### src/rtl/fsbe_pkg.sv
package fsbe_pkg;

   localparam int FL_AW = 24;

   // apb register byte offsets
   localparam logic [11:0] REG_CTRL   = 12'h000;
   localparam logic [11:0] REG_ADDR   = 12'h004;
   localparam logic [11:0] REG_STATUS = 12'h008;

   // ctrl operation codes
   localparam logic [1:0] OP_NONE  = 2'h0;
   localparam logic [1:0] OP_ERASE = 2'h1;
   localparam logic [1:0] OP_CLEAR = 2'h2;
   localparam logic [1:0] OP_READ  = 2'h3;

   // status register field positions
   localparam int ST_BUSY_BIT = 0;
   localparam int ST_DONE_BIT = 1;
   localparam int ST_RB_BIT   = 2;
   localparam int ST_BYTE_LSB = 8;

   // operation_status bit positions
   localparam int OS_READY   = 7;
   localparam int OS_ESUSP   = 6;
   localparam int OS_ERASE   = 5;
   localparam int OS_PROG    = 4;
   localparam int OS_SUPPLY  = 3;
   localparam int OS_PSUSP   = 2;
   localparam int OS_LOCK    = 1;
   localparam int OS_RSVD    = 0;
   localparam logic [7:0] OS_MASK = 8'hfe;

   localparam logic [7:0] CMD_CLEAR_STATUS = 8'h50;

   // timing, ns and derived pclk cycles at 50 ns
   localparam int CLK_NS       = 50;
   localparam int T_WE_LOW_NS  = 70;
   localparam int T_READ_NS    = 150;
   localparam int SYNC_CYC     = 2;
   localparam int WE_CYC       = (T_WE_LOW_NS + CLK_NS - 1) / CLK_NS;
   localparam int RD_CYC       = (T_READ_NS + CLK_NS - 1) / CLK_NS
                                 + SYNC_CYC;
   localparam int CNT_W        = 16;
   localparam logic [CNT_W-1:0] CNT_RESET = 16'h0000;

   typedef enum logic [3:0] {
      S_IDLE, S_WSETUP, S_WPULSE, S_WHOLD, S_WGAP,
      S_WB, S_RPULSE, S_RGAP
   } fsbe_st_type;

   typedef struct packed {
      logic             ce_n;
      logic             oe_n;
      logic             we_n;
      logic [FL_AW-1:0] addr;
      logic [7:0]       dq_out;
      logic             dq_oe;
   } fsbe_pins_type;

   localparam fsbe_pins_type PINS_IDLE =
      '{ce_n: 1'b1, oe_n: 1'b1, we_n: 1'b1, addr: '0,
        dq_out: 8'h00, dq_oe: 1'b0};

   typedef struct packed {
      fsbe_st_type      st;
      logic [1:0]       op;
      logic             idx;
      logic [CNT_W-1:0] cnt;
      logic [FL_AW-1:0] addr;
      logic             done;
      logic [7:0]       stat;
      fsbe_pins_type    pins;
      logic [7:0]       dq_s1;
      logic [7:0]       dq_s2;
      logic             rb_s1;
      logic             rb_s2;
   } fsbe_state_type;

endpackage

### src/rtl/fsbe_ctrl.sv
// Functional notes
// - bit 0 reserved, host masks it
// - host clears errors by writing 50h
// - erase is setup write then confirm write
// - host polls bit 7 toggling output enable
`timescale 1ns/1ps
module fsbe_ctrl
#(
   parameter logic [7:0] ERASE_SETUP_CODE   = 8'h20,
   parameter logic [7:0] ERASE_CONFIRM_CODE = 8'hd0,
   parameter logic [7:0] READ_STATUS_CODE   = 8'h70,
   parameter int         T_WB_NS            = 500
)
(
   input  wire logic                  pclk,
   input  wire logic                  presetn,
   input  wire logic                  clk_en,
   input  wire logic                  psel,
   input  wire logic                  penable,
   input  wire logic                  pwrite,
   input  wire logic [11:0]           paddr,
   input  wire logic [31:0]           pwdata,
   output logic [31:0]                prdata,
   output logic                       pready,
   output logic                       pslverr,
   output fsbe_pkg::fsbe_pins_type    flash_pins,
   input  wire logic [7:0]            flash_dq_in,
   input  wire logic                  ready_busy_output
);

   localparam int WB_CYC = (T_WB_NS + fsbe_pkg::CLK_NS - 1)
                           / fsbe_pkg::CLK_NS;
   localparam logic [fsbe_pkg::CNT_W-1:0] WE_LAST =
      fsbe_pkg::CNT_W'(fsbe_pkg::WE_CYC - 1);
   localparam logic [fsbe_pkg::CNT_W-1:0] RD_LAST =
      fsbe_pkg::CNT_W'(fsbe_pkg::RD_CYC - 1);
   localparam logic [fsbe_pkg::CNT_W-1:0] WB_LAST =
      fsbe_pkg::CNT_W'((WB_CYC < 1 ? 1 : WB_CYC) - 1);

   fsbe_pkg::fsbe_state_type s_q;
   fsbe_pkg::fsbe_state_type s_d;

   logic acc;
   logic wr_acc;
   logic busy;
   logic mapped;

   assign acc    = psel && penable;
   assign wr_acc = acc && pwrite;
   assign busy   = (s_q.st != fsbe_pkg::S_IDLE);
   assign mapped = (paddr == fsbe_pkg::REG_CTRL)
                || (paddr == fsbe_pkg::REG_ADDR)
                || (paddr == fsbe_pkg::REG_STATUS);

   // zero wait state slave
   assign pready  = 1'b1;
   assign pslverr = acc && !mapped;

   always_comb
   begin
      prdata = 32'h0000_0000;
      if (psel && !pwrite)
      begin
         case (paddr)
            fsbe_pkg::REG_CTRL:
               prdata[1:0] = s_q.op;
            fsbe_pkg::REG_ADDR:
               prdata[fsbe_pkg::FL_AW-1:0] = s_q.addr;
            fsbe_pkg::REG_STATUS:
            begin
               prdata[fsbe_pkg::ST_BUSY_BIT] = busy;
               prdata[fsbe_pkg::ST_DONE_BIT] = s_q.done;
               prdata[fsbe_pkg::ST_RB_BIT]   = s_q.rb_s2;
               // the byte keeps the device's sticky error bits as read;
               // a stale byte from the last operation is hidden while busy
               prdata[fsbe_pkg::ST_BYTE_LSB +: 8] = busy ? 8'h00
                                                         : s_q.stat;
            end
            default:
               prdata = 32'h0000_0000;
         endcase
      end
   end

   assign flash_pins = s_q.pins;

   always_comb
   begin
      s_d       = s_q;
      s_d.dq_s1 = flash_dq_in;
      s_d.dq_s2 = s_q.dq_s1;
      s_d.rb_s1 = ready_busy_output;
      s_d.rb_s2 = s_q.rb_s1;
      s_d.cnt   = s_q.cnt + 1'b1;

      if (wr_acc && !busy && paddr == fsbe_pkg::REG_ADDR)
         s_d.addr = pwdata[fsbe_pkg::FL_AW-1:0];

      case (s_q.st)
         fsbe_pkg::S_IDLE:
         begin
            s_d.pins = fsbe_pkg::PINS_IDLE;
            s_d.cnt  = fsbe_pkg::CNT_RESET;
            // commands written while busy are dropped, which also keeps
            // a clear-status off a running machine
            if (wr_acc && paddr == fsbe_pkg::REG_CTRL
                && pwdata[1:0] != fsbe_pkg::OP_NONE)
            begin
               s_d.op   = pwdata[1:0];
               s_d.idx  = 1'b0;
               s_d.done = 1'b0;
               s_d.st   = fsbe_pkg::S_WSETUP;
            end
         end
         fsbe_pkg::S_WSETUP:
         begin
            s_d.pins.ce_n   = 1'b0;
            s_d.pins.oe_n   = 1'b1;
            s_d.pins.we_n   = 1'b1;
            s_d.pins.addr   = s_q.addr;
            s_d.pins.dq_oe  = 1'b1;
            case (s_q.op)
               fsbe_pkg::OP_ERASE:
                  s_d.pins.dq_out = s_q.idx ? ERASE_CONFIRM_CODE
                                            : ERASE_SETUP_CODE;
               fsbe_pkg::OP_CLEAR:
                  s_d.pins.dq_out = fsbe_pkg::CMD_CLEAR_STATUS;
               default:
                  s_d.pins.dq_out = READ_STATUS_CODE;
            endcase
            s_d.cnt = fsbe_pkg::CNT_RESET;
            s_d.st  = fsbe_pkg::S_WPULSE;
         end
         fsbe_pkg::S_WPULSE:
         begin
            s_d.pins.we_n = 1'b0;
            if (s_q.cnt == WE_LAST)
               s_d.st = fsbe_pkg::S_WHOLD;
         end
         fsbe_pkg::S_WHOLD:
         begin
            // we rises first, data stays one more cycle for hold time
            s_d.pins.we_n = 1'b1;
            s_d.st        = fsbe_pkg::S_WGAP;
         end
         fsbe_pkg::S_WGAP:
         begin
            s_d.pins.ce_n  = 1'b1;
            s_d.pins.dq_oe = 1'b0;
            s_d.cnt        = fsbe_pkg::CNT_RESET;
            if (s_q.op == fsbe_pkg::OP_ERASE && !s_q.idx)
            begin
               // confirm goes out straight after setup
               s_d.idx = 1'b1;
               s_d.st  = fsbe_pkg::S_WSETUP;
            end
            else if (s_q.op == fsbe_pkg::OP_CLEAR)
            begin
               s_d.done = 1'b1;
               s_d.st   = fsbe_pkg::S_IDLE;
            end
            else
               s_d.st = fsbe_pkg::S_WB;
         end
         fsbe_pkg::S_WB:
         begin
            // no read before the device has switched to status output
            if (s_q.cnt == WB_LAST)
            begin
               s_d.cnt = fsbe_pkg::CNT_RESET;
               s_d.st  = fsbe_pkg::S_RPULSE;
            end
         end
         fsbe_pkg::S_RPULSE:
         begin
            // a fresh oe fall per poll makes the device relatch status
            s_d.pins.ce_n = 1'b0;
            s_d.pins.oe_n = 1'b0;
            if (s_q.cnt == RD_LAST)
            begin
               // bit 0 is masked; low bits are only trusted when ready
               if (s_q.dq_s2[fsbe_pkg::OS_READY])
                  s_d.stat = s_q.dq_s2 & fsbe_pkg::OS_MASK;
               else
                  s_d.stat = 8'h00;
               s_d.st = fsbe_pkg::S_RGAP;
            end
         end
         fsbe_pkg::S_RGAP:
         begin
            s_d.pins.ce_n = 1'b1;
            s_d.pins.oe_n = 1'b1;
            s_d.cnt       = fsbe_pkg::CNT_RESET;
            if (s_q.stat[fsbe_pkg::OS_READY])
            begin
               // the device stays in status-read mode, nothing to undo
               s_d.done = 1'b1;
               s_d.st   = fsbe_pkg::S_IDLE;
            end
            else
               s_d.st = fsbe_pkg::S_RPULSE;
         end
         default:
         begin
            s_d.pins = fsbe_pkg::PINS_IDLE;
            s_d.st   = fsbe_pkg::S_IDLE;
         end
      endcase
   end

   always_ff @(posedge pclk or negedge presetn)
   begin
      if (!presetn)
      begin
         s_q       <= '0;
         s_q.st    <= fsbe_pkg::S_IDLE;
         s_q.pins  <= fsbe_pkg::PINS_IDLE;
      end
      else if (clk_en)
         s_q <= s_d;
   end

endmodule

### config.mk
export PLATFORM = sky130hd
export DESIGN_NAME = fsbe_ctrl
export DESIGN_NICKNAME = d
export VERILOG_FILES = /design/src/rtl/fsbe_pkg.sv /design/src/rtl/fsbe_ctrl.sv
export SDC_FILE = /design/constraint.sdc
export NUM_CORES = 1
export LEC_CHECK = 0
export BUFFER_PORTS_ARGS = -buffer_cell sky130_fd_sc_hd__clkbuf_2
export CAP_MARGIN = 20
export CORE_AREA = 4 4 119 121
export CTS_CLUSTER_DIAMETER = 30
export CTS_CLUSTER_SIZE = 30
export DETAILED_ROUTE_END_ITERATION = 10
export DIE_AREA = 0 0 123 125
export HOLD_SLACK_MARGIN = 0.02
export MAX_ROUTING_LAYER = met4
export PLACE_DENSITY_LB_ADDON = 0.12
export SLEW_MARGIN = 20
export SYNTH_ARGS = -nofsm -noshare
export SYNTH_HDL_FRONTEND = slang
export SYNTH_SLANG_ARGS = --single-unit
### constraint.sdc
create_clock -name pclk -period 3.45 [get_ports pclk]
set_input_delay 0.69 -clock pclk [delete_from_list [all_inputs] [get_ports pclk]]
set_output_delay 0.69 -clock pclk [all_outputs]
set_load 0.01 [all_outputs]
Word level (Yosys, flattened, before mapping)
Index checks and enable logic that the tools add are counted.
{"block": "classes", "add_sub_neg": 1, "eq_ne": 22, "n_mux": 32, "bitwise": 5, "n_reduce_logical": 39}
{"cell": "case mux 32 bit (2 select lines)", "count": 1}
{"cell": "two-way mux 8 bit", "count": 4}
{"cell": "case mux 16 bit (2 select lines)", "count": 1}
{"cell": "case mux 4 bit (8 select lines)", "count": 1}
{"cell": "case mux 8 bit (2 select lines)", "count": 2}
{"cell": "two-way mux 24 bit", "count": 1}
{"cell": "adder 16 x 1 -> 16 bit (second input constant)", "count": 1}
{"cell": "equality test 16 x 1 -> 1 bit (second input constant)", "count": 1}
{"cell": "equality test 16 x 3 -> 1 bit (second input constant)", "count": 1}
{"cell": "equality test 16 x 4 -> 1 bit (second input constant)", "count": 1}
{"cell": "equality test 4 x 3 -> 1 bit (second input constant)", "count": 4}
{"cell": "two-way mux 16 bit", "count": 1}
{"cell": "two-way mux 4 bit", "count": 4}
{"cell": "inequality test 2 bit (second input constant)", "count": 8}
{"cell": "equality test 12 x 3 -> 1 bit (second input constant)", "count": 1}
{"cell": "equality test 12 x 4 -> 1 bit (second input constant)", "count": 1}
{"cell": "logical NOT 12 bit", "count": 1}
{"cell": "case mux 1 bit (2 select lines)", "count": 6}
{"cell": "AND reduction 2 bit", "count": 6}
{"cell": "OR reduction 4 bit", "count": 3}
{"cell": "logical AND 1 bit", "count": 9}
{"cell": "equality test 4 x 2 -> 1 bit (second input constant)", "count": 2}
{"cell": "two-way mux 7 bit", "count": 1}
{"cell": "two-way mux 3 bit", "count": 2}
{"cell": "other kinds (22)", "count": 36}
{"block": "word_totals", "reg_bits": 110, "in_bits": 59, "out_inout_bits": 70, "wordCells": 116}

Depth between registers and ports, before layout
{"block": "depth", "depth_word": 6, "ltp_mapped": 8, "depth_no_buf": 7}

Worst setup path after synthesis
Ideal clock, no wire load.
{"block": "synth_path", "path_type": "input to output", "startpoint": "input port paddr[5]", "endpoint": "output port prdata[16]", "arrival_time_ps": 2092, "required_ps": 2760, "slack_ps": 668, "path_stages": 6, "n_path_buf": 1, "path_cell_list": "nor4_2 -> nand3_2 -> nor3b_4 -> and2b_1 -> clkbuf_1 -> and2_1"}
{"block": "synth_via", "elab_chain_cells": 3}
{"element": "start: declaration", "line_no": "fsbe_ctrl.sv:21", "source": "input wire logic [11:0] paddr,"}
{"element": "equality test 12 x 3 -> 1 bit", "line_no": "fsbe_ctrl.sv:64", "source": "case (paddr)"}
{"element": "two-way mux 8 bit", "line_no": "fsbe_ctrl.sv:64"}
{"element": "two-way mux 24 bit", "line_no": "fsbe_ctrl.sv:62", "source": "if (psel && !pwrite)"}
{"element": "end: declaration", "line_no": "fsbe_ctrl.sv:23", "source": "output logic [31:0] prdata,"}
Every way passes these cells.

Worst setup path after layout
{"block": "layout_path", "startpoint": "input port paddr[9]", "endpoint": "output port prdata[18]"}
The elaborated chain is that of the path after synthesis.

==> impl_metrics.xml <==
<?xml version="1.0" encoding="UTF-8"?>
<metrics>
  <group name="cts">
    <metric name="postCtsSetupBuffers" unit="">0</metric>
    <metric name="cts-hold-fix-buffers" unit="">0</metric>
    <metric name="cts_htree_levels" unit="">3</metric>
    <metric name="clock_tree.buffer_depth" unit="">2</metric>
    <metric name="cts-resized-gates" unit="">0</metric>
    <metric name="clk_latency" unit="ns">0.35</metric>
    <metric name="clk_pin_slew" unit="ns">0.07</metric>
    <metric name="cts.sink_count" unit="">101</metric>
    <metric name="tritoncts" unit="">yes</metric>
    <metric name="ctsRootBufferMaster" unit="">clkbuf_16</metric>
    <metric name="cts_inserted_buffers" unit="">9</metric>
  </group>
  <group name="global_routing">
    <metric name="grt_pass1_wl" unit="um">18700</metric>
    <metric name="number_of_antenna_violations_at_the_first_check_in_global_routing" unit="">0</metric>
    <metric name="first_global_vias" unit="">3660</metric>
    <metric name="global_route.overflow_total" unit="">0</metric>
    <metric name="grt_util_all_layers" unit="%">15.8</metric>
    <metric name="maximum_number_of_pins_on_one_net_before_global_route_repair" unit="">76</metric>
  </group>
  <group name="drt">
    <metric name="route.vias.total" unit="">3626</metric>
    <metric name="post_drt_via_cell_ratio" unit="">4.80</metric>
    <metric name="drt.antenna.violating_nets" unit="">0</metric>
    <metric name="number_of_drc_violations_after_detailed_routing" unit="">0</metric>
    <metric name="route.final.wire_length" unit="um">11400</metric>
    <metric name="detailedRoute.firstIterationViolations" unit="">110</metric>
    <metric name="drt-pass1-iter-count" unit="">4</metric>
    <metric name="detail_route.wl_per_cell" unit="um">15.1</metric>
  </group>
  <group name="synthesis">
    <metric name="syn-cell-area" unit="um2">5170</metric>
    <metric name="ys_dominant_reg_cell" unit="">dfrtp_1</metric>
    <metric name="synth_warnings" unit="">0</metric>
    <metric name="synthesis.instances" unit="">510</metric>
    <metric name="synth.avg_cell_area" unit="um2">10.1</metric>
    <metric name="async_flop_share" unit="%">100</metric>
    <metric name="synth-edff-count" unit="">0</metric>
    <metric name="synth_top_area_share" unit="%">47.4</metric>
    <metric name="synth_area_leaders" unit="">dfrtp_1 (47%), buf_4 (6.5%), mux2_4 (5.8%), nand2_1 (5.6%), mux2_2 (5.2%)</metric>
    <metric name="post_synth_num_cell_types" unit="">52</metric>
    <metric name="synth-seq-area-share" unit="%">49.0</metric>
    <metric name="synth_area_leader_cell" unit="">dfrtp_1</metric>
    <metric name="ys_seq_elements" unit="">101</metric>
  </group>
  <group name="timing">
    <metric name="tightest_slew" unit="ns">0.580</metric>
    <metric name="timing.fmax" unit="GHz">0.333</metric>
    <metric name="fin_crit" unit="ns">3.00</metric>
    <metric name="timing_hold_violations_final" unit="">0</metric>
    <metric name="fin_crit_sh" unit="%">87.0</metric>
    <metric name="tns" unit="ns">0</metric>
    <metric name="max_slew_headroom" unit="%">61.4</metric>
    <metric name="final_setup_violation_count" unit="">0</metric>
    <metric name="timing_max_transition_violations_final" unit="">0</metric>
    <metric name="setup_slack" unit="ns">0.447</metric>
    <metric name="grt_setup_unrepaired" unit="">false</metric>
    <metric name="fin_skew" unit="ns">0.00680</metric>
  </group>
  <group name="placement">
    <metric name="pre_cts_slack" unit="ns">0.371</metric>
    <metric name="numPlacedInstances" unit="">739</metric>
    <metric name="gp_congestion" unit="">0.794</metric>
    <metric name="place.detailed.hpwl" unit="um">8340</metric>
    <metric name="port_buffers" unit="">106</metric>
  </group>
  <group name="setup_path">
    <metric name="worst_ep_required_time" unit="ns">2.76</metric>
    <metric name="critPathMaxFanout" unit="">14</metric>
    <metric name="worstSetupPathType" unit="">primary input to primary output</metric>
    <metric name="worst_ep_arrival_time" unit="ns">2.31</metric>
    <metric name="end_kind" unit="">primary output</metric>
    <metric name="timing.critical_path.from_type" unit="">primary input</metric>
  </group>
  <group name="flow_run">
    <metric name="maxCapViolations" unit="">0</metric>
  </group>
  <group name="status">
    <metric name="outcome" unit="">complete, no violations</metric>
  </group>
  <group name="final_layout">
    <metric name="syn_to_final_growth" unit="%">13.1</metric>
    <metric name="layout.cells.non_filler" unit="">755</metric>
    <metric name="postLayoutCoreUtil" unit="%">44.7</metric>
    <metric name="count_of_nets_after_finishing" unit="">638</metric>
    <metric name="post_route_cells_drive_above_1_share" unit="%">31.3</metric>
    <metric name="antenna_cells" unit="">0</metric>
    <metric name="mostFrequentLayoutCells" unit="">clkbuf_2 (105), dfrtp_1 (98), nand2_1 (77)</metric>
    <metric name="layout_commonest_cell" unit="">clkbuf_2</metric>
  </group>
  <group name="floorplan">
    <metric name="die_h" unit="um">125</metric>
    <metric name="die_x" unit="um">123</metric>
    <metric name="core-area" unit="um2">13100</metric>
    <metric name="floorplan.rows" unit="">42</metric>
    <metric name="fp.dieArea" unit="um2">15400</metric>
    <metric name="start_util" unit="%">39.5</metric>
    <metric name="io_pins" unit="">129</metric>
  </group>
  <group name="hold_path">
    <metric name="min_delay_worst_type" unit="">primary input to async pin</metric>
  </group>
  <group name="power_and_ir_drop">
    <metric name="p_leak" unit="nW">2.77</metric>
    <metric name="power-per-cell-area" unit="nW/um2">520</metric>
    <metric name="vdd_drop_max" unit="V">0.000256</metric>
  </group>
</metrics>
logic make-up after synthesis:
| kind of cell | share of synthesized area, % |
|---|---|
| DFF | 49.0 |
| buffers and inverters | 10.3 |
| and+or+nand+nor | 17.0 |
| other | 0.145 |
| adders and majority gates | 1.21 |
| muxes | 11.6 |
| AOI/OAI and AO/OA | 8.69 |
| xor gates and xnor gates | 2.03 |
per-stage QoR:
step,instance area [um2],power (mW),hold slack [ns]
CTS,5850,3.09,0.262
global route,5850,3.24,0.280
floorplan,5210,1.89,0.394
detailed placement,5550,2.05,0.474
finish,5850,3.04,0.261
global placement,5550,2.04,0.466
sequential cells by signal, indices dropped and copies added (netlist names):
name and cells:
flash_pins 31, s_q 62, s_d 8
Yosys cell counts (all sizes together) (2+ instances only):
| master | count |
|---|---|
| a41oi | 2 |
| conb | 2 |
| nor4 | 7 |
| buf | 54 |
| a22oi | 8 |
| and2 | 17 |
| nand2 | 77 |
| inv | 15 |
| ha | 5 |
| a31oi | 2 |
| nor2b | 4 |
| nor4b | 2 |
| nand4 | 5 |
| nor2 | 37 |
| a21o | 3 |
| clkbuf | 17 |
| dfstp | 3 |
| mux2i | 3 |
| or3 | 3 |
| a21oi | 10 |
| xnor2 | 11 |
| o31ai | 2 |
| o21ai | 41 |
| and3 | 3 |
| dfrtp | 98 |
| nand2b | 2 |
| nor3 | 9 |
| nand3 | 9 |
| mux2 | 44 |
worst paths after layout:
kind,slack (ns),to,startpoint,depth (start not counted)
max in group asynchronous,2.43,flash_pins[34]$_DFFE_PN1P_,presetn,2
min in group pclk,0.48,flash_pins[17]$_DFFE_PN0P_,flash_pins[17]$_DFFE_PN0P_,2
hold / removal,0.26,flash_pins[13]$_DFFE_PN0P_,presetn,1
setup / recovery,0.45,prdata[18],paddr[9],7
hold reg to reg,0.48,flash_pins[17]$_DFFE_PN0P_,flash_pins[17]$_DFFE_PN0P_,2
setup reg to reg,1.16,s_q[97]$_DFFE_PN0P_,s_q[99]$_DFFE_PN0P_,5
layout make-up:
| class | count | area (um2) |
|---|---|---|
| flip-flops and latches | 101 | 2530 |
| clock inverters | 6 | 68.8 |
| well taps | 176 | 220 |
| multi-input cells | 334 | 2140 |
| inverters | 15 | 56.3 |
| fillers | 1290 | 7240 |
| repair buffers | 113 | 598 |
| clock buffers | 10 | 229 |
layer usage:
layer	wire [um]	GRT usage (%)	vias up
met5	0	-	-
met4	188	6.25	0
met3	675	3.70	14
met2	5280	24.3	88
met1	5250	20.0	1729
li1	-	-	1795
where the power goes:
part / switching (mW) / total, mW / internal (mW)
clock network: 0.453 / 1.02 / 0.568
logic: 0.366 / 0.589 / 0.223
registers: 0.125 / 1.43 / 1.31
critical path, stage by stage:
cell      delay, ns
clkbuf_2       0.09
nor4_2         0.30
nand3_2        0.25
nor3b_4        0.26
and2b_1        0.38
and2_1         0.20
clkbuf_2       0.13
No activity file was read; power rests on OpenSTA's default activity.
